**config.mk**
```make
export PLATFORM = sky130hd
export DESIGN_NAME = isp_top
export DESIGN_NICKNAME = d
export VERILOG_FILES = /design/src/hw/isp_pkg.sv /design/src/hw/isp_arb_if.sv /design/src/hw/isp_resolver.sv /design/src/hw/isp_sense_unit.sv /design/src/hw/isp_top.sv
export SDC_FILE = /design/constraint.sdc
export NUM_CORES = 1
export LEC_CHECK = 0
export ABC_CLOCK_PERIOD_IN_PS = 100000
export BUFFER_PORTS_ARGS = -buffer_cell sky130_fd_sc_hd__buf_2
export CAP_MARGIN = 10
export CORE_ASPECT_RATIO = 0.5
export CORE_MARGIN = 5
export CORE_UTILIZATION = 35
export DETAILED_ROUTE_END_ITERATION = 8
export GPL_TIMING_DRIVEN = 0
export PLACE_DENSITY = 0.59
export SLEW_MARGIN = 20
export SYNTH_ARGS = -nofsm -noshare
export SYNTH_HDL_FRONTEND = slang
export SYNTH_HIERARCHICAL = 1
export SYNTH_SLANG_ARGS = --single-unit
```
**constraint.sdc**
```tcl
create_clock -name clk_i -period 100 [get_ports clk_i]
set_input_delay 15 -clock clk_i [delete_from_list [all_inputs] [get_ports clk_i]]
set_output_delay 15 -clock clk_i [all_outputs]
set_load 0.05 [all_outputs]
```
**src/hw/isp_pkg.sv**
```systemverilog
// Constants and source tables for the interrupt source and priority logic.
package isp_pkg;

  // ----------------------------------------------------------------
  // Sizes
  // ----------------------------------------------------------------
  localparam int N_EXT    = 6;
  localparam int N_PER    = 49;
  localparam int N_SRC    = N_EXT + N_PER;
  localparam int N_GRP    = 19;
  localparam int LVL_W    = 3;
  localparam int IDX_W    = 6;
  localparam int VEC_W    = 8;
  localparam int ADDR_W   = 16;

  // ----------------------------------------------------------------
  // Sense control codes
  // ----------------------------------------------------------------
  localparam logic [1:0] SENSE_LOW  = 2'h0;
  localparam logic [1:0] SENSE_FALL = 2'h1;
  localparam logic [1:0] SENSE_RISE = 2'h2;
  localparam logic [1:0] SENSE_BOTH = 2'h3;

  // ----------------------------------------------------------------
  // Fixed vectors and reset values
  // ----------------------------------------------------------------
  localparam logic [VEC_W-1:0] NMI_VECTOR  = 8'h07;
  localparam logic [LVL_W-1:0] NMI_LEVEL   = 3'h7;
  localparam logic             PIN_IDLE    = 1'h1;
  localparam int               ADDR_SHIFT  = 2;

  // Vector of each maskable source, in default order (lowest vector first).
  // Vectors 22, 23 and 111 are reserved and absent from this table.
  localparam logic [VEC_W-1:0] SRC_VEC [N_SRC] = '{
    8'h10, 8'h11, 8'h12, 8'h13, 8'h14, 8'h15,
    8'h18, 8'h19, 8'h1b, 8'h1c,
    8'h20, 8'h21, 8'h22, 8'h23, 8'h24,
    8'h28, 8'h29, 8'h2a, 8'h2b,
    8'h2c, 8'h2d, 8'h2e, 8'h2f,
    8'h30, 8'h31, 8'h32, 8'h33, 8'h34,
    8'h38, 8'h39, 8'h3a, 8'h3b,
    8'h3c, 8'h3d, 8'h3e, 8'h3f,
    8'h50, 8'h51, 8'h52, 8'h53,
    8'h54, 8'h55, 8'h56, 8'h57,
    8'h58, 8'h59, 8'h5a, 8'h5b,
    8'h68, 8'h69, 8'h6a, 8'h6b,
    8'h6c, 8'h6d, 8'h6e
  };

  // Priority level field that governs each source.
  localparam int SRC_GRP [N_SRC] = '{
    0, 1, 2, 2, 3, 3,
    4, 5, 6, 7,
    8, 8, 8, 8, 8,
    9, 9, 9, 9,
    10, 10, 10, 10,
    11, 11, 11, 11, 11,
    12, 12, 12, 12,
    13, 13, 13, 13,
    14, 14, 14, 14,
    15, 15, 15, 15,
    16, 16, 16, 16,
    17, 17, 17, 17,
    18, 18, 18
  };

endpackage : isp_pkg

```
**src/hw/isp_arb_if.sv**
```systemverilog
// Carrier between the top level and the priority resolver.
`timescale 1ns/1ps
`default_nettype none
interface isp_arb_if;
  import isp_pkg::*;

  logic [N_SRC-1:0]       req;
  logic [N_SRC-1:0]       to_dtc;
  logic [LVL_W-1:0]       lvl [N_GRP];
  logic                   use_levels;
  logic                   cpu_valid;
  logic [IDX_W-1:0]       cpu_idx;
  logic [LVL_W-1:0]       cpu_lvl;
  logic                   dtc_valid;
  logic [IDX_W-1:0]       dtc_idx;

  modport src (output req, output to_dtc, output lvl, output use_levels,
               input cpu_valid, input cpu_idx, input cpu_lvl, input dtc_valid, input dtc_idx);
  modport arb (input req, input to_dtc, input lvl, input use_levels,
               output cpu_valid, output cpu_idx, output cpu_lvl, output dtc_valid, output dtc_idx);
endinterface : isp_arb_if
`default_nettype wire

```
**src/hw/isp_resolver.sv**
```systemverilog
// Priority resolver for CPU and data transfer controller requests.
`timescale 1ns/1ps
`default_nettype none
module isp_resolver
  import isp_pkg::*;
(
  isp_arb_if.arb arb
);
  import isp_pkg::*;

  logic             found;
  logic [LVL_W-1:0] best_lvl;
  logic [IDX_W-1:0] best_idx;
  logic [LVL_W-1:0] cand_lvl;
  logic             dfound;
  logic [IDX_W-1:0] didx;

  // The table runs in vector order, so a strict compare keeps the lower vector on ties.
  // lower vector wins
  always_comb
  begin
    found    = 1'b0;
    best_lvl = '0;
    best_idx = '0;
    cand_lvl = '0;
    for (int i = 0; i < N_SRC; i++)
    begin
      cand_lvl = arb.use_levels ? arb.lvl[SRC_GRP[i]] : '0;
      if (arb.req[i] && !arb.to_dtc[i] && (!found || cand_lvl > best_lvl))
      begin
        found    = 1'b1;
        best_lvl = cand_lvl;
        best_idx = IDX_W'(i);
      end
    end
  end

  always_comb
  begin
    dfound = 1'b0;
    didx   = '0;
    for (int i = 0; i < N_SRC; i++)
    begin
      if (arb.req[i] && arb.to_dtc[i] && !dfound)
      begin
        dfound = 1'b1;
        didx   = IDX_W'(i);
      end
    end
  end

  assign arb.cpu_valid = found;
  assign arb.cpu_idx   = best_idx;
  assign arb.cpu_lvl   = best_lvl;
  assign arb.dtc_valid = dfound;
  assign arb.dtc_idx   = didx;

endmodule : isp_resolver
`default_nettype wire

```
**src/hw/isp_sense_unit.sv**
```systemverilog
// Sense detector and status flag for one external request line.
`timescale 1ns/1ps
`default_nettype none
module isp_sense_unit
  import isp_pkg::*;
(
  input  wire logic       clk_i,
  input  wire logic       rst_i,
  input  wire logic       pin_i,
  input  wire logic [1:0] sense_i,
  input  wire logic       sw_clear_i,
  input  wire logic       handled_i,
  output logic            flag_o
);
  import isp_pkg::*;

  logic pin_prev;
  logic detect;

  always_ff @(posedge clk_i)
  begin
    if (rst_i)
      pin_prev <= PIN_IDLE;
    else
      pin_prev <= pin_i;
  end

  always_comb
  begin
    unique case (sense_i)
      SENSE_LOW:  detect = ~pin_i;
      SENSE_FALL: detect = pin_prev & ~pin_i;
      SENSE_RISE: detect = ~pin_prev & pin_i;
      SENSE_BOTH: detect = pin_prev ^ pin_i;
    endcase
  end

  // A new detection in the clearing cycle wins, so no request is lost.
  // software flag clear
  always_ff @(posedge clk_i)
  begin
    if (rst_i)
      flag_o <= 1'b0;
    else if (detect)
      flag_o <= 1'b1;
    else if (sw_clear_i)
      flag_o <= 1'b0;
    else if (handled_i && (sense_i != SENSE_LOW || pin_i))
      flag_o <= 1'b0;
  end

endmodule : isp_sense_unit
`default_nettype wire

```
**src/hw/isp_top.sv**
```systemverilog
// Interrupt source and priority logic: detection, flags, arbitration and vectors.
//
// Functional notes
// - Seven external inputs, all able to wake
// - Non-maskable request highest, always presented
// - Edge select picks rising or falling
// - Six lines sense level or edges
// - Codes: 00 low, 01 fall, 10 rise, 11 both
// - Per-line enable gates the request
// - Each line takes a programmed level
// - Status flags shown, software clears them
// - Flags set on sense, auto-clear on handling
// - Detection regardless of pin direction
// - Peripheral request needs flag and enable
// - Peripheral requests may start transfer controller
// - Controller start ignores mode and mask
// - Lower vector number has higher priority
// - Programmed levels, ties by default order
// - Vector 7 and vectors 16 to 21
// - Address is low 16 bits, 24 to 110
// - Vectors 22, 23, 111 never produced
// - Paired line fields, one per channel
`timescale 1ns/1ps
`default_nettype none
module isp_top
  import isp_pkg::*;
(
  input  wire logic                             clk_i,
  input  wire logic                             rst_i,
  input  wire logic                             nmi_pin_i,
  input  wire logic                             nonmaskable_edge_select_i,
  input  wire logic [isp_pkg::N_EXT-1:0]        external_request_lines_i,
  input  wire logic [2*isp_pkg::N_EXT-1:0]      sense_control_setting_i,
  input  wire logic [isp_pkg::N_EXT-1:0]        request_enable_bits_i,
  input  wire logic [isp_pkg::N_EXT-1:0]        status_clear_i,
  input  wire logic [isp_pkg::N_GRP*isp_pkg::LVL_W-1:0] priority_level_fields_i,
  input  wire logic                             use_levels_i,
  input  wire logic [isp_pkg::N_PER-1:0]        periph_flag_i,
  input  wire logic [isp_pkg::N_PER-1:0]        periph_enable_i,
  input  wire logic [isp_pkg::N_PER-1:0]        periph_to_dtc_i,
  input  wire logic                             handled_i,
  input  wire logic [isp_pkg::VEC_W-1:0]        handled_vector_i,
  output logic [isp_pkg::N_EXT-1:0]             request_status_flags_o,
  output logic                                  wake_o,
  output logic                                  nmi_pending_o,
  output logic                                  cpu_request_o,
  output logic [isp_pkg::VEC_W-1:0]             vector_number_o,
  output logic [isp_pkg::ADDR_W-1:0]            vector_address_o,
  output logic [isp_pkg::LVL_W-1:0]             request_level_o,
  output logic                                  dtc_request_o,
  output logic [isp_pkg::VEC_W-1:0]             dtc_vector_o
);
  import isp_pkg::*;

  // ----------------------------------------------------------------
  // Non-maskable input
  // ----------------------------------------------------------------
  logic nmi_prev;
  logic nmi_edge;
  logic nmi_flag;

  always_ff @(posedge clk_i)
  begin
    if (rst_i)
      nmi_prev <= PIN_IDLE;
    else
      nmi_prev <= nmi_pin_i;
  end

  assign nmi_edge = nonmaskable_edge_select_i ? (~nmi_prev & nmi_pin_i) : (nmi_prev & ~nmi_pin_i);

  // The flag stays until its own handling, so a late edge is never dropped.
  always_ff @(posedge clk_i)
  begin
    if (rst_i)
      nmi_flag <= 1'b0;
    else if (nmi_edge)
      nmi_flag <= 1'b1;
    else if (handled_i && handled_vector_i == NMI_VECTOR)
      nmi_flag <= 1'b0;
  end

  // ----------------------------------------------------------------
  // External request lines
  // ----------------------------------------------------------------
  logic [N_EXT-1:0] ext_flag;

  // Pins are read directly, so the port direction setting has no effect.
  // direction-independent detection
  for (genvar n = 0; n < N_EXT; n++)
  begin : g_line
    isp_sense_unit u_sense (
      .clk_i      (clk_i),
      .rst_i      (rst_i),
      .pin_i      (external_request_lines_i[n]),
      .sense_i    (sense_control_setting_i[2*n +: 2]),
      .sw_clear_i (status_clear_i[n]),
      .handled_i  (handled_i && handled_vector_i == SRC_VEC[n]),
      .flag_o     (ext_flag[n])
    );
  end

  // ----------------------------------------------------------------
  // Arbitration
  // ----------------------------------------------------------------
  isp_arb_if arb_if ();

  assign arb_if.req        = {periph_flag_i & periph_enable_i, ext_flag & request_enable_bits_i};
  assign arb_if.to_dtc     = {periph_to_dtc_i, {N_EXT{1'b0}}};
  assign arb_if.use_levels = use_levels_i;

  // Lines 2/3 and 4/5 share one field each; the shared fields follow from the group table.
  // line level assignment
  for (genvar g = 0; g < N_GRP; g++)
  begin : g_lvl
    assign arb_if.lvl[g] = priority_level_fields_i[g*LVL_W +: LVL_W];
  end

  isp_resolver u_resolver (
    .arb (arb_if.arb)
  );

  // ----------------------------------------------------------------
  // Registered outputs
  // ----------------------------------------------------------------
  logic [VEC_W-1:0] next_vector;
  logic [LVL_W-1:0] next_level;

  // The non-maskable source is offered ahead of every other and is not gated here.
  // non-maskable first
  always_comb
  begin
    if (nmi_flag)
    begin
      next_vector = NMI_VECTOR;
      next_level  = NMI_LEVEL;
    end
    else
    begin
      next_vector = SRC_VEC[arb_if.cpu_idx];
      next_level  = arb_if.cpu_lvl;
    end
  end

  always_ff @(posedge clk_i)
  begin
    if (rst_i)
    begin
      cpu_request_o   <= 1'b0;
      nmi_pending_o   <= 1'b0;
      vector_number_o <= '0;
      request_level_o <= '0;
    end
    else
    begin
      cpu_request_o   <= nmi_flag | arb_if.cpu_valid;
      nmi_pending_o   <= nmi_flag;
      vector_number_o <= next_vector;
      request_level_o <= next_level;
    end
  end

  always_ff @(posedge clk_i)
  begin
    if (rst_i)
      vector_address_o <= '0;
    else
      vector_address_o <= ADDR_W'({next_vector, 2'b00});
  end

  always_ff @(posedge clk_i)
  begin
    if (rst_i)
    begin
      dtc_request_o <= 1'b0;
      dtc_vector_o  <= '0;
    end
    else
    begin
      dtc_request_o <= arb_if.dtc_valid;
      dtc_vector_o  <= SRC_VEC[arb_if.dtc_idx];
    end
  end

  always_ff @(posedge clk_i)
  begin
    if (rst_i)
      request_status_flags_o <= '0;
    else
      request_status_flags_o <= ext_flag;
  end

  // Wake uses the flags gated only by the line enables, so standby exit does not depend on the CPU mask.
  // wake on NMI or any enabled line
  always_ff @(posedge clk_i)
  begin
    if (rst_i)
      wake_o <= 1'b0;
    else
      wake_o <= nmi_flag | (|(ext_flag & request_enable_bits_i));
  end

endmodule : isp_top
`default_nettype wire
```
# After elaboration in Yosys (flattened, before gate mapping)
# Memories as Yosys holds them, arrays and structs flattened. A register that Yosys moved wholly into a read port is not among the register bits.
# Index checks and enable logic that the tools add are counted.
[word_totals]
reg_bits = 43
mem_count = 2
romBits = 1024
[memory_table]
columns = ["name", "depth", "word_bits", "rd", "rd_ports_with_merged_regs", "wr", "line", "text"]
rows = [
  ["(no name shown)", 64, 8, 1, 1, 0, "isp_top.sv:181", "dtc_vector_o <= SRC_VEC[arb_if.dtc_idx];"],
  ["(no name shown)", 64, 8, 1, 0, 0, "isp_top.sv:140", "next_vector = SRC_VEC[arb_if.cpu_idx];"],
]
[classes]
reduce_logical = 444
n_mux = 312
eq_ne = 25
n_lt_le_gt_ge = 55
n_bitwise = 40
[ops]
columns = ["cell", "count"]
rows = [
  ["$mux 6", 46],
  ["$mux 3", 81],
  ["$logic_and 1x1->1", 213],
  ["$gt 3x3->1", 54],
  ["$mux 5", 32],
  ["$logic_not 1->1", 151],
  ["$mux 1", 126],
  ["$mux 4", 16],
  ["$logic_or 1x1->1", 60],
  ["$and 49x49->49", 1],
  ["$eq 8x5->1 const B", 6],
  ["$eq 2x2->1 const B", 12],
  ["$mux 8", 3],
  ["$pmux 1 s4", 6],
  ["$reduce_bool 3->1", 6],
  ["$and 1x1->1", 14],
  ["$not 1->1", 14],
  ["$not 6->7", 2],
  ["$reduce_bool 2->1", 7],
  ["$eq 2x1->1 const B", 6],
  ["$logic_not 2->1", 6],
  ["$eq 8x3->1 const B", 1],
  ["$ge 7x7->1 const B", 1],
  ["$and 6x6->6", 1],
  ["4 further kinds", 11],
]

# Logic depth before layout (Yosys ltp)
# Gate-level depths: netlist of the first run.
[depth]
word_depth = 223
ltp_mapped = 471
mapped_depth_nobuf = 452

# Modules after synthesis
# The synthesis of the first run kept the hierarchy.
[modules_own_cells]
columns = ["mod", "cells_per_inst", "area_per_inst_um2", "seq_area_each_um2", "instances"]
rows = [
  ["isp_resolver", 1434, 9470.3, 0.0, 1],
  ["isp_top", 279, 2160.8, 580.6, 1],
  ["isp_sense_unit", 15, 130.1, 40.0, 6],
]

# Worst setup path before layout of the first run
# Ideal clock, no wire load.
[synth_timing]
kind = "input port to flip-flop"
startpoint = "in use_levels_i"
endpoint = "reg vector_address_o[3] (netlist bit)"
stages = 429
required_ns = 99.930
n_path_buf = 21
path_slack_ns = 12.901
t_arrival_ns = 87.029
path_cell_list = "clkbuf_1 -> clkbuf_1 -> clkbuf_1 -> clkbuf_1 -> clkbuf_1 -> buf_1 -> nand3_1 -> ha_1 -> and3_1 -> a211o_1 -> and3_1 -> or2_2 -> nand2_1 -> ha_1 -> a21oi_1 -> a21oi_1 -> o21ai_1 -> nor2b_1 -> (+393 left out) -> o21a_1 -> nand3_1 -> o22ai_1 -> a31o_1 -> ha_1 -> nor2b_1 -> o21ai_0 -> inv_1 -> o21ai_0 -> a21oi_1 -> or3b_2 -> o21ai_0 -> a21oi_1 -> inv_1 -> ha_1 -> nor2_1 -> a2111oi_0 -> o2bb2ai_1"
[synth_via]
elab_chain_len = 223
elab_cells_between_ends = 400
classes_between = "order compare (54); mux (183); bitwise (1); reduce/logical (161); memory (1)"
[synth_rtl]
columns = ["item", "line", "text"]
rows = [
  ["start, declared", "isp_top.sv:37", "input wire logic use_levels_i,"],
  ["$mux 3", "isp_resolver.sv:28", "cand_lvl = arb.use_levels ? arb.lvl[SRC_GRP[i]] : '0;"],
  ["$mux 3", "isp_resolver.sv:29", "if (arb.req[i] && !arb.to_dtc[i] && (!found || cand_lvl > best_lvl))"],
  ["$gt 3x3->1", "isp_resolver.sv:29", ""],
  ["$logic_or 1x1->1", "isp_resolver.sv:29", ""],
  ["$logic_and 1x1->1", "isp_resolver.sv:29", ""],
  ["$mux 3 or $mux 1 (tied branches)", "isp_resolver.sv:29", ""],
  ["$gt 3x3->1 or $logic_not 1->1 (tied branches)", "isp_resolver.sv:29", ""],
  ["$logic_or 1x1->1", "isp_resolver.sv:29", ""],
  ["(+207 left out)", "n/a", ""],
  ["$logic_or 1x1->1", "isp_resolver.sv:29", ""],
  ["$logic_and 1x1->1", "isp_resolver.sv:29", ""],
  ["$mux 6 *", "isp_resolver.sv:29", ""],
  ["named net arb_if.cpu_idx[1]", "isp_arb_if.sv:12", "logic [IDX_W-1:0] cpu_idx;"],
  ["$not 6->7 (implied by the code) *", "isp_top.sv:140", ""],
  ["$mem_v2 64x8 *", "n/a", ""],
  ["$mux 8 (implied by the code) * (2 in a row)", "isp_top.sv:140", ""],
  ["$mux 8 *", "isp_top.sv:133", "if (nmi_flag)"],
  ["end signal, assigned", "isp_top.sv:168", "vector_address_o <= ADDR_W'({next_vector, 2'b00});"],
  ["end, declared", "isp_top.sv:48", "output logic [isp_pkg::ADDR_W-1:0] vector_address_o,"],
]
# Mark *: on every way through the listed nets, which the timed path passes. The rest lies on a longest branch. The select of a mux whose other input is x is not followed.
# A chain may end at the register's enable or synchronous reset.

# Final worst setup path of the first run
[layout_timing]
startpoint = "in use_levels_i"
endpoint = "reg vector_address_o[2] (netlist bit)"
# The elaborated chain is that of the path after synthesis.

==> parameters.txt, run 1 <==
Parameter                              Value

Outcome
  Status ... finished, final reports clean

Clock tree
  Htree depth ... 2
  Clock sinks ... 41
  TritonCTS clock tree ... yes
  Buffer depth of the longest clock path ... 2
  Number of buffers created by CTS ... 5
  Clock root buffer ... clkbuf_16
  Skew-Pair Late Insertion Delay ... 290 ps
  Clock slew at the register clock pins of the worst setup and hold paths ... 60 ps

Timing
  Maximum clock rate ... 10.6 MHz
  Count of endpoints failing hold in the final timing report ... 0
  Slew at the pin closest to its max-slew limit ... 1200 ps
  Share of the clock period used by the worst path ... 94.3%
  Sum of negative setup slack ... 0 ps
  Final slew viol count ... 0
  Relative max-transition margin ... 18.8%
  Final setup violation count ... 0
  Shortest period the worst path allows ... 94280 ps
  Fin Clk Skew ... 6.11 ps

Final layout
  Flip-flop and latch area ... 821 um2
  Area used by multi-input combinational logic ... 0.0113 mm2
  Leading cell types in the layout, fill and taps excluded ... buf_2, nand2_1, ha_1
  Total Nets Final ... 2581
  Most common cell after layout, fill and taps aside ... buf_2
  Signed area change from the synthesized netlist to the final layout ... 23.4%
  Non-filler instance count after layout ... 2623
  Fill cell total of the finished layout ... 3737
  Proportion of layout cells with a drive suffix above 1 ... 23.9%

Placed design
  Final RePlAce weighted congestion ... 1.01
  # placed instances ... 2589
  Number of buffer cells added on primary ports ... 280
  Post-detail-place hpwl ... 40300 um

Die
  Area of the core ... 0.0347 mm2
  IO Pins ... 293
  Die width ... 276 um
  Die Span Y ... 143 um
  Die Outline Area ... 0.0396 mm2
  Site row count ... 48
  Effective utilization at floorplan ... 35.8%

Synthesis
  Flops & latches, synth ... 41
  Sequential area share after synthesis ... 6.61%
  Synth warnings ... 6
  Post-synthesis cell type count ... 102
  Predominant post-synthesis flop cell ... dfxtp_1
  Post-synth EDFFs ... 0
  Mean instance size in the synthesized netlist ... 6.88 um2
  Summed instance area of the synthesized netlist ... 0.0124 mm2
  Share of flip-flops with an asynchronous set or reset after synthesis ... 0%
  Cells after Synth ... 1803

Worst setup path
  Family of cells with the greatest summed delay on the critical path ... compound AO/OA/AOI/OAI gates
  Critical path type ... in2reg
  Critical Path Sink Type ... register
  Required time of the critical path ... 100180 ps
  Crit path buf inv count ... 34
  Crit path max-delay cell type ... a311oi_2
  Delay of the slowest critical-path stage ... 470 ps
  Worst R2R Setup Slack ... 21110 ps
  Maximum fanout along the worst path ... 10
  Category of the worst setup path launch point ... primary input
  Cell with the most instances on the worst path ... ha_1
  Worst EP arrival ... 94460 ps

GRT
  Vias in the first global route ... 13700
  Maximum number of pins on one net before global-route repair ... 24
  Gr usage total ... 22.4%
  Initial antenna violation count ... 4
  Global-route wire length before repair ... 72700 um
  Overflow left after global routing ... 0

Power and ir drop
  Power per cell area ... 32.9 mW/mm2
  Share of total power in sequential cells ... 4.2%
  Switching part of the total ... 56.7%
  Cell internal pwr ... 0.000218 W
  Maximum ir drop on the vdd rail ... 0.0229 mV
  Power spent charging and discharging nets ... 0.000286 W
  Leak ... 7.15 nW
  Clock network fraction of total power ... 3.6%
  Proportion of power drawn by combinational gates ... 92.2%

Drt
  DR WL/cell ... 18.2 um
  WL final ... 47800 um
  Antenna violation net count after detailed routing ... 0
  DRC errors left ... 0
  Iteration-0 DRC count of the detailed router ... 1248
  Post-detailed-route via-to-cell ratio ... 5.55
  Total number of vias ... 14600
  First-pass detailed-route iteration total ... 6

Worst hold path
  HP Class ... reg2reg

Flow run
  Max Cap Violations ... 0
-- per-stage QoR --
step	instance area [um2]	hold slack, ps	setup slack [ps]	power, W	utilization, %
floorplan	12500	444	12900	0.000349	-
global placement	14500	469	-2430	0.000445	41.8
detailed placement	14500	471	-2730	0.000450	41.8
CTS	14800	480	41.4	0.000473	42.5
global route	15300	495	-297	0.000564	44.1
finish	15300	474	5720	0.000504	44.1
-- synth_stat cells (6+ instances only) --
cell type	n	area share (%)
nand2_1	192	5.8
ha_1	188	19
nor2_1	131	4.0
a21oi_1	130	5.2
inv_1	108	3.3
o21ai_0	100	4.0
nor2b_1	99	5.0
and2_1	92	4.6
nand3_1	73	2.9
nand2b_1	43	2.2
dfxtp_1	41	6.6
clkbuf_1	38	1.1
o21a_1	33	2.0
a31oi_1	32	1.6
mux2i_1	31	2.5
nor3_1	28	1.1
a21o_1	25	1.5
a32oi_1	22	1.6
buf_4	21	1.3
mux2_2	21	1.9
a22oi_1	20	1.2
a211oi_1	17	1.0
nand4_1	17	0.86
o31ai_1	16	0.97
o22ai_1	15	0.76
and3_1	14	0.71
o211ai_1	13	0.79
a221oi_1	11	0.78
a311oi_1	11	0.78
a41oi_1	11	0.78
buf_2	11	0.44
o21ai_1	11	0.44
o31a_1	10	0.71
inv_2	9	0.27
nor4_1	9	0.45
or2_2	7	0.35
a22o_1	6	0.42
nand3b_1	6	0.36
nor4b_2	6	0.73
or2_0	6	0.30
-- cell type report --
cell class,instances,share of cell area (%)
multi-input combinational,1599,73.4
timing repair buffer,306,10.4
sequential,41,5.36
tap,475,3.88
buffer,74,2.92
inverter,118,2.90
clock buffer,5,0.817
clock inverter,2,0.229
antenna,3,0.0490
-- power by group through the flow --
stage / Combinational (W) / Clock [W] / Sequential [W]
after detailed placement: 0.000428 / 0 / 0.0000218
final: 0.000464 / 0.0000180 / 0.0000214
after global routing: 0.000523 / 0.0000191 / 0.0000218
after global placement: 0.000424 / 0 / 0.0000218
after floorplan: 0.000319 / 0 / 0.0000300
after CTS: 0.000433 / 0.0000184 / 0.0000215
-- metal layers --
metal	global-route usage, %	vias to the layer above	share of wire (%)	wire, um
li1	-	7305	-	-
met1	29.4	6733	44	21200
met2	38.6	421	47	22500
met3	2.14	95	5.1	2420
met4	8.24	2	3.6	1720
met5	0	-	0.027	13
-- final timing paths --
path                            startpoint                   endpoint  cells after the start
setup / recovery              use_levels_i        vector_address_o[2]                    428
hold / removal    g_line[1].u_sense/flag_o  request_status_flags_o[1]                      1
setup reg to reg  g_line[0].u_sense/flag_o        vector_address_o[2]                    425
hold reg to reg   g_line[1].u_sense/flag_o  request_status_flags_o[1]                      1
-- repair_timing --
item / CTS / global route
hold endpoints to repair: 0 / 0
gates resized for setup: 19 / 127
endpoints found under the setup margin: 10 / 10
cloned: 0 / 1
pin swaps: 0 / 8
hold buffers: 0 / 0
buffers inserted: 0 / 26
-- state kept, by name (all words and copies together), names as in the netlist --
signal                   flops
cpu_request_o                1
dtc_vector_o                 7
nmi_prev                     1
g_line.u_sense/flag_o        6
request_status_flags_o       6
vector_address_o             7
wake_o                       1
g_line.u_sense/pin_prev      6
nmi_pending_o                1
request_level_o              3
nmi_flag                     1
dtc_request_o                1
-- kinds of logic after synthesis --
| logic type | count (synthesis) | synth area share, % |
|---|---|---|
| buffers and inverters | 195 | 6.90 |
| flip-flops | 41 | 6.61 |
| XOR/XNOR | 1 | 0.0706 |
| AO/OA/AOI/OAI | 563 | 30.9 |
| AND/OR/NAND/NOR | 762 | 32.1 |
| multiplexers | 52 | 4.41 |
| other | 1 | 0.0302 |
| adder cells (fa/ha/maj) | 188 | 19.0 |
(Power assumes the default switching activity.)
==> inputs of run 2 (changes only) <==
--- a/config.mk
+++ b/config.mk
@@ -10,10 +10,11 @@
 export CAP_MARGIN = 10
 export CORE_ASPECT_RATIO = 0.5
 export CORE_MARGIN = 5
-export CORE_UTILIZATION = 35
+export CORE_UTILIZATION = 47
+export CTS_CLUSTER_SIZE = 20
 export DETAILED_ROUTE_END_ITERATION = 8
 export GPL_TIMING_DRIVEN = 0
-export PLACE_DENSITY = 0.59
+export PLACE_DENSITY = 0.74
 export SLEW_MARGIN = 20
 export SYNTH_ARGS = -nofsm -noshare
 export SYNTH_HDL_FRONTEND = slang
==> run 2 against run 1 <==
  * Fmax shrank 0.18%
  * Clock skew grew 6.7 ps
  * Flip-flop and latch count is the same
  * Critical endpoint is now vector_address_o[4]
  * Power shrank 0.93%
  * Worst setup slack lost 170 ps
  * Hold slack gained 6.6 ps
  * Clock power grew 2%
  * Core utilization grew 14 points
==> parameters.txt, run 2 (synthesis gave the netlist of run 1 again) <==
Parameter                              Value

GRT
  Maximum number of pins on one net before global-route repair ... 24
  Met3 Track Usage GR ... 3.81%
  Overflow left after global routing ... 0
  Met2 Track Usage GR ... 46.5%
  Most Used Layer, Global Route ... met2
  Gr usage total ... 28.3%
  Routing usage on met1 ... 39.1%
  Initial antenna violation count ... 2
  Vias in the first global route ... 13700
  Global-route wire length before repair ... 70500 um

Timing
  Slew at the pin closest to its max-slew limit ... 971 ps
  Fin Clk Skew ... 12.8 ps
  Sum of negative setup slack ... 0 ps
  Final slew viol count ... 0
  Relative max-transition margin ... 34.3%
  Shortest period the worst path allows ... 94450 ps
  Count of endpoints failing hold in the final timing report ... 0
  Share of the clock period used by the worst path ... 94.5%
  Maximum clock rate ... 10.6 MHz
  Final setup violation count ... 0

Worst setup path
  Maximum fanout along the worst path ... 19
  Critical Path Sink Type ... register
  Crit path max-delay cell type ... or3b_2
  Worst EP arrival ... 94610 ps
  Critical path type ... in2reg
  Delay of the slowest critical-path stage ... 460 ps
  Worst R2R Setup Slack ... 20700 ps
  Cell with the most instances on the worst path ... ha_1
  Category of the worst setup path launch point ... primary input
  Required time of the critical path ... 100160 ps

Clock tree
  Number of buffers inserted for hold repair after clock tree synthesis ... 0
  Clock root buffer ... clkbuf_16
  Clock slew at the register clock pins of the worst setup and hold paths ... 70 ps
  Clock sinks ... 41
  Number of buffers created by CTS ... 5
  Htree depth ... 2
  TritonCTS clock tree ... yes
  Buffer depth of the longest clock path ... 2
  Skew-Pair Late Insertion Delay ... 290 ps

Die
  IO Pins ... 293
  Die width ... 240 um
  Site row count ... 42
  Die Span Y ... 125 um
  Die Outline Area ... 0.0300 mm2
  Area of the core ... 0.0262 mm2
  Effective utilization at floorplan ... 47.3%

Drt
  Iteration-0 DRC count of the detailed router ... 1368
  Antenna violation net count after detailed routing ... 0
  Post-detailed-route via-to-cell ratio ... 5.90
  Total number of vias ... 14800
  DRC errors left ... 0
  First-pass detailed-route iteration total ... 8
  DR WL/cell ... 18.2 um
  WL final ... 45500 um

Final layout
  Leading registers by flop count ... dtc_vector_o: 7 flops, vector_address_o: 7 flops
  Fill cell total of the finished layout ... 2569
  Total Nets Final ... 2583
  Most common cell after layout, fill and taps aside ... buf_2
  Non-filler instance count after layout ... 2502
  Utilization after layout ... 57.8%
  Signed area change from the synthesized netlist to the final layout ... 22.2%
  Proportion of layout cells with a drive suffix above 1 ... 23.7%
  Leading cell types in the layout, fill and taps excluded ... buf_2, nand2_1, ha_1

Placed design
  Number of buffer cells added on primary ports ... 280
  # placed instances ... 2466
  Final RePlAce weighted congestion ... 0.988
  Post-detail-place hpwl ... 37800 um

Power and ir drop
  Power per cell area ... 32.9 mW/mm2
  Maximum ir drop on the vdd rail ... 0.0321 mV
  Leak ... 7.17 nW

Worst hold path
  HP Class ... reg2reg

Outcome
  Status ... finished, final reports clean

Flow run
  Max Cap Violations ... 0
run 2: power breakdown:
part           internal, W  switching, W
sequential       0.0000200    0.00000134
clock            0.0000118    0.00000657
combinational     0.000187      0.000272
total             0.000219      0.000280
run 2: cell type report:
type | instances | area [um2] | share of cell area (%)
multi-input cells | 1598 | 11200 | 73.9
repair buffers | 309 | 1630 | 10.8
flip-flops and latches | 41 | 821 | 5.41
inverters | 118 | 444 | 2.93
plain buffers | 74 | 443 | 2.92
well taps | 352 | 440 | 2.90
clock buffers | 5 | 125 | 0.825
clock inverters | 3 | 43.8 | 0.289
diodes | 2 | 5.00 | 0.0330
run 2: worst paths after layout:
path                                  from                         to  cells past startpoint
setup / recovery              use_levels_i        vector_address_o[4]                    432
hold / removal    g_line[4].u_sense/flag_o  request_status_flags_o[4]                      1
setup reg to reg  g_line[0].u_sense/flag_o        vector_address_o[4]                    430
hold reg to reg   g_line[4].u_sense/flag_o  request_status_flags_o[4]                      1
run 2: what timing repair did:
action,CTS,global route
resized for setup,16,115
pin swaps,0,11
setup endpoints to repair,10,10
gates cloned,0,0
setup buffers,0,29
run 2: routing by layer:
layer  routed length [um]  part of all wire, %  up-vias
li1                     -                    -     7290
met1                19700                   43     6754
met2                20600                   45      634
met3                 4080                  9.0       87
met4                 1180                  2.6        0
met5                    0                    0        -
run 2: critical path, delay by kind of cell:
family / cells / cell delay, ps
compound gates: 211 / 36040
fa+ha+maj: 55 / 15170
mux: 20 / 5330
simple gates: 109 / 17000
buf+inv: 37 / 5920
run 2: through the flow:
step / power, W / setup slack (ps) / area (um2) / hold slack, ps
final: 0.000499 / 5550 / 15200 / 480
after detailed placement: 0.000444 / -2540 / 14400 / 473
after CTS: 0.000467 / 18.8 / 14600 / 481
after global routing: 0.000556 / -296 / 15200 / 500
after global placement: 0.000437 / -1730 / 14400 / 468
after floorplan: 0.000349 / 12900 / 12500 / 444
==> inputs of run 3 (changes only) <==
--- a/config.mk
+++ b/config.mk
@@ -14,6 +14,7 @@
 export CTS_CLUSTER_SIZE = 20
 export DETAILED_ROUTE_END_ITERATION = 8
 export GPL_TIMING_DRIVEN = 0
+export MAX_ROUTING_LAYER = met4
 export PLACE_DENSITY = 0.74
 export SLEW_MARGIN = 20
 export SYNTH_ARGS = -nofsm -noshare
==> run 3 against run 2 <==
  * Global-route usage is 0.76 points higher
  * Hold slack improved by 6.6 ps
  * Worst setup slack worse by 120 ps
  * Critical path depth decreased by 2
  * Sequential share of layout area is essentially flat
  * Combinational power is 2% lower
  * First-iteration DRC count decreased by 2.2%
  * Cell count shrank 0.56%
  * Critical path type unchanged
  * Largest power group unchanged
  * Highest routed layer unchanged
==> parameters.txt, run 3 (synthesis gave the netlist of run 1 again) <==
Parameter                              Value

Die
  Die width ... 240 um
  Die Span Y ... 125 um
  Die Outline Area ... 0.0300 mm2
  IO Pins ... 293
  Effective utilization at floorplan ... 47.3%
  Site row count ... 42
  Area of the core ... 0.0262 mm2

Drt
  Total number of vias ... 14600
  WL final ... 45200 um
  Antenna violation net count after detailed routing ... 0
  DR WL/cell ... 18.2 um
  Post-detailed-route via-to-cell ratio ... 5.85
  Iteration-0 DRC count of the detailed router ... 1338
  DRC errors left ... 0
  First-pass detailed-route iteration total ... 8

Timing
  Final setup violation count ... 0
  Relative max-transition margin ... 23.1%
  Final slew viol count ... 0
  Count of endpoints failing hold in the final timing report ... 0
  Sum of negative setup slack ... 0 ps
  Maximum clock rate ... 10.6 MHz
  Share of the clock period used by the worst path ... 94.6%
  Post-route setup slack ... 5430 ps
  Shortest period the worst path allows ... 94570 ps
  Tightest hold margin ... 487 ps
  Slew at the pin closest to its max-slew limit ... 1140 ps
  Fin Clk Skew ... 8.10 ps

Placed design
  Worst slack at placement ... -2160 ps
  Number of buffer cells added on primary ports ... 280
  Post-detail-place hpwl ... 37800 um
  Final RePlAce weighted congestion ... 1.00

Clock tree
  TritonCTS clock tree ... yes
  Buffer depth of the longest clock path ... 2
  Number of buffers created by CTS ... 5
  Clock sinks ... 41
  Skew-Pair Late Insertion Delay ... 290 ps
  Clock slew at the register clock pins of the worst setup and hold paths ... 60 ps
  Clock root buffer ... clkbuf_16
  Htree depth ... 2

GRT
  Overflow left after global routing ... 0
  Vias in the first global route ... 13400
  Gr usage total ... 29.0%
  Global-route wire length before repair ... 70100 um
  Initial antenna violation count ... 1
  Maximum number of pins on one net before global-route repair ... 24

Worst setup path
  Critical path type ... in2reg
  Required time of the critical path ... 100190 ps
  Crit path max-delay cell type ... a311oi_1
  Maximum fanout along the worst path ... 19
  Family of cells with the greatest summed delay on the critical path ... compound AO/OA/AOI/OAI gates
  Category of the worst setup path launch point ... primary input
  Crit path buf inv count ... 32
  Cell with the most instances on the worst path ... ha_1
  Worst EP arrival ... 94760 ps
  Delay of the slowest critical-path stage ... 460 ps
  Critical Path Sink Type ... register

Final layout
  Most common cell after layout, fill and taps aside ... buf_2
  Fill cell total of the finished layout ... 2606
  Signed area change from the synthesized netlist to the final layout ... 21.1%
  Total Nets Final ... 2570
  Leading cell types in the layout, fill and taps excluded ... buf_2, nand2_1, ha_1
  Proportion of layout cells with a drive suffix above 1 ... 23.2%
  Leading registers by flop count ... dtc_vector_o: 7 flops, vector_address_o: 7 flops

Power and ir drop
  Power per cell area ... 32.7 mW/mm2
  Maximum ir drop on the vdd rail ... 0.0269 mV
  Leak ... 7.10 nW
  Total power consumption of the routed design ... 0.000491 W

Outcome
  Status ... finished, final reports clean

Flow run
  Max Cap Violations ... 0

Worst hold path
  HP Class ... reg2reg
run 3: changes by cell type in the layout (fill, tap and decap cells not counted), moves of 2 or more:
cell      delta
a31oi_1      +2
a31oi_2      -2
nor2_2       +2
clkbuf_8     +2
a21oi_4      +2
buf_4       -11
clkbuf_1     -2
o21ai_2      -3
o21ai_0      +2
run 3: metrics by stage:
stage / cell area, um2 / cells / utilization (%)
2_1_floorplan: 12500 / 1834 / -
3_3_place_gp: 14400 / 2466 / 54.8
3_5_place_dp: 14400 / 2466 / 54.8
4_1_cts: 14600 / 2473 / 55.6
5_1_grt: 15000 / 2488 / 57.3
6_report: 15000 / 2488 / 57.3
run 3: final timing paths:
path / start / end / slack, ps / cells past startpoint
worst max-delay path: use_levels_i / vector_address_o[2] / 5430 / 430
worst min-delay path: g_line[4].u_sense/flag_o / request_status_flags_o[4] / 490 / 1
worst max register to register: g_line[0].u_sense/flag_o / vector_address_o[2] / 20550 / 428
worst min register to register: g_line[4].u_sense/flag_o / request_status_flags_o[4] / 490 / 1
run 3: timing repair:
| action | 4_1_cts | 5_1_grt |
|---|---|---|
| resized for setup | 13 | 115 |
| hold buffers | 0 | 0 |
| gates cloned | 0 | 0 |
| hold endpoints to repair | 0 | 0 |
| buffers inserted | 0 | 17 |
| pin swaps | 0 | 7 |
| endpoints found under the setup margin | 10 | 10 |
run 3: worst register-to-register path: cells and delay by family (launching register included):
kind                     cells  cell delay (ps)
buffers and inverters       28             4000
flip-flops                   1              380
multiplexers                17             4610
adder cells (fa/ha/maj)     55            15420
AND/OR/NAND/NOR            112            18100
AO/OA/AOI/OAI              216            36760
run 3: where the power goes:
group / switching (W) / leakage (nW) / internal (W)
Combinational: 0.000271 / 6.67 / 0.000181
Sequential: 0.00000133 / 0.341 / 0.0000200
Clock: 0.00000660 / 0.0805 / 0.0000107
Total: 0.000279 / 7.10 / 0.000212
run 3: cell type report:
class / instances / area [um2] / area share, %
clock inverter: 1 / 8.76 / 0.0583
tap: 352 / 440 / 2.93
buffer: 73 / 440 / 2.93
timing repair buffer: 297 / 1530 / 10.2
clock buffer: 7 / 153 / 1.02
sequential: 41 / 821 / 5.46
inverter: 118 / 444 / 2.96
antenna: 1 / 2.50 / 0.0167
multi-input combinational: 1598 / 11200 / 74.5
run 3: metal layers:
| layer | vias up | GRT usage, % | share of wire (%) |
|---|---|---|---|
| met5 | - | - | 0 |
| met4 | 0 | 4.57 | 1.3 |
| met3 | 45 | 2.74 | 7.3 |
| met2 | 529 | 47.4 | 46 |
| met1 | 6708 | 39.9 | 45 |
| li1 | 7274 | - | - |
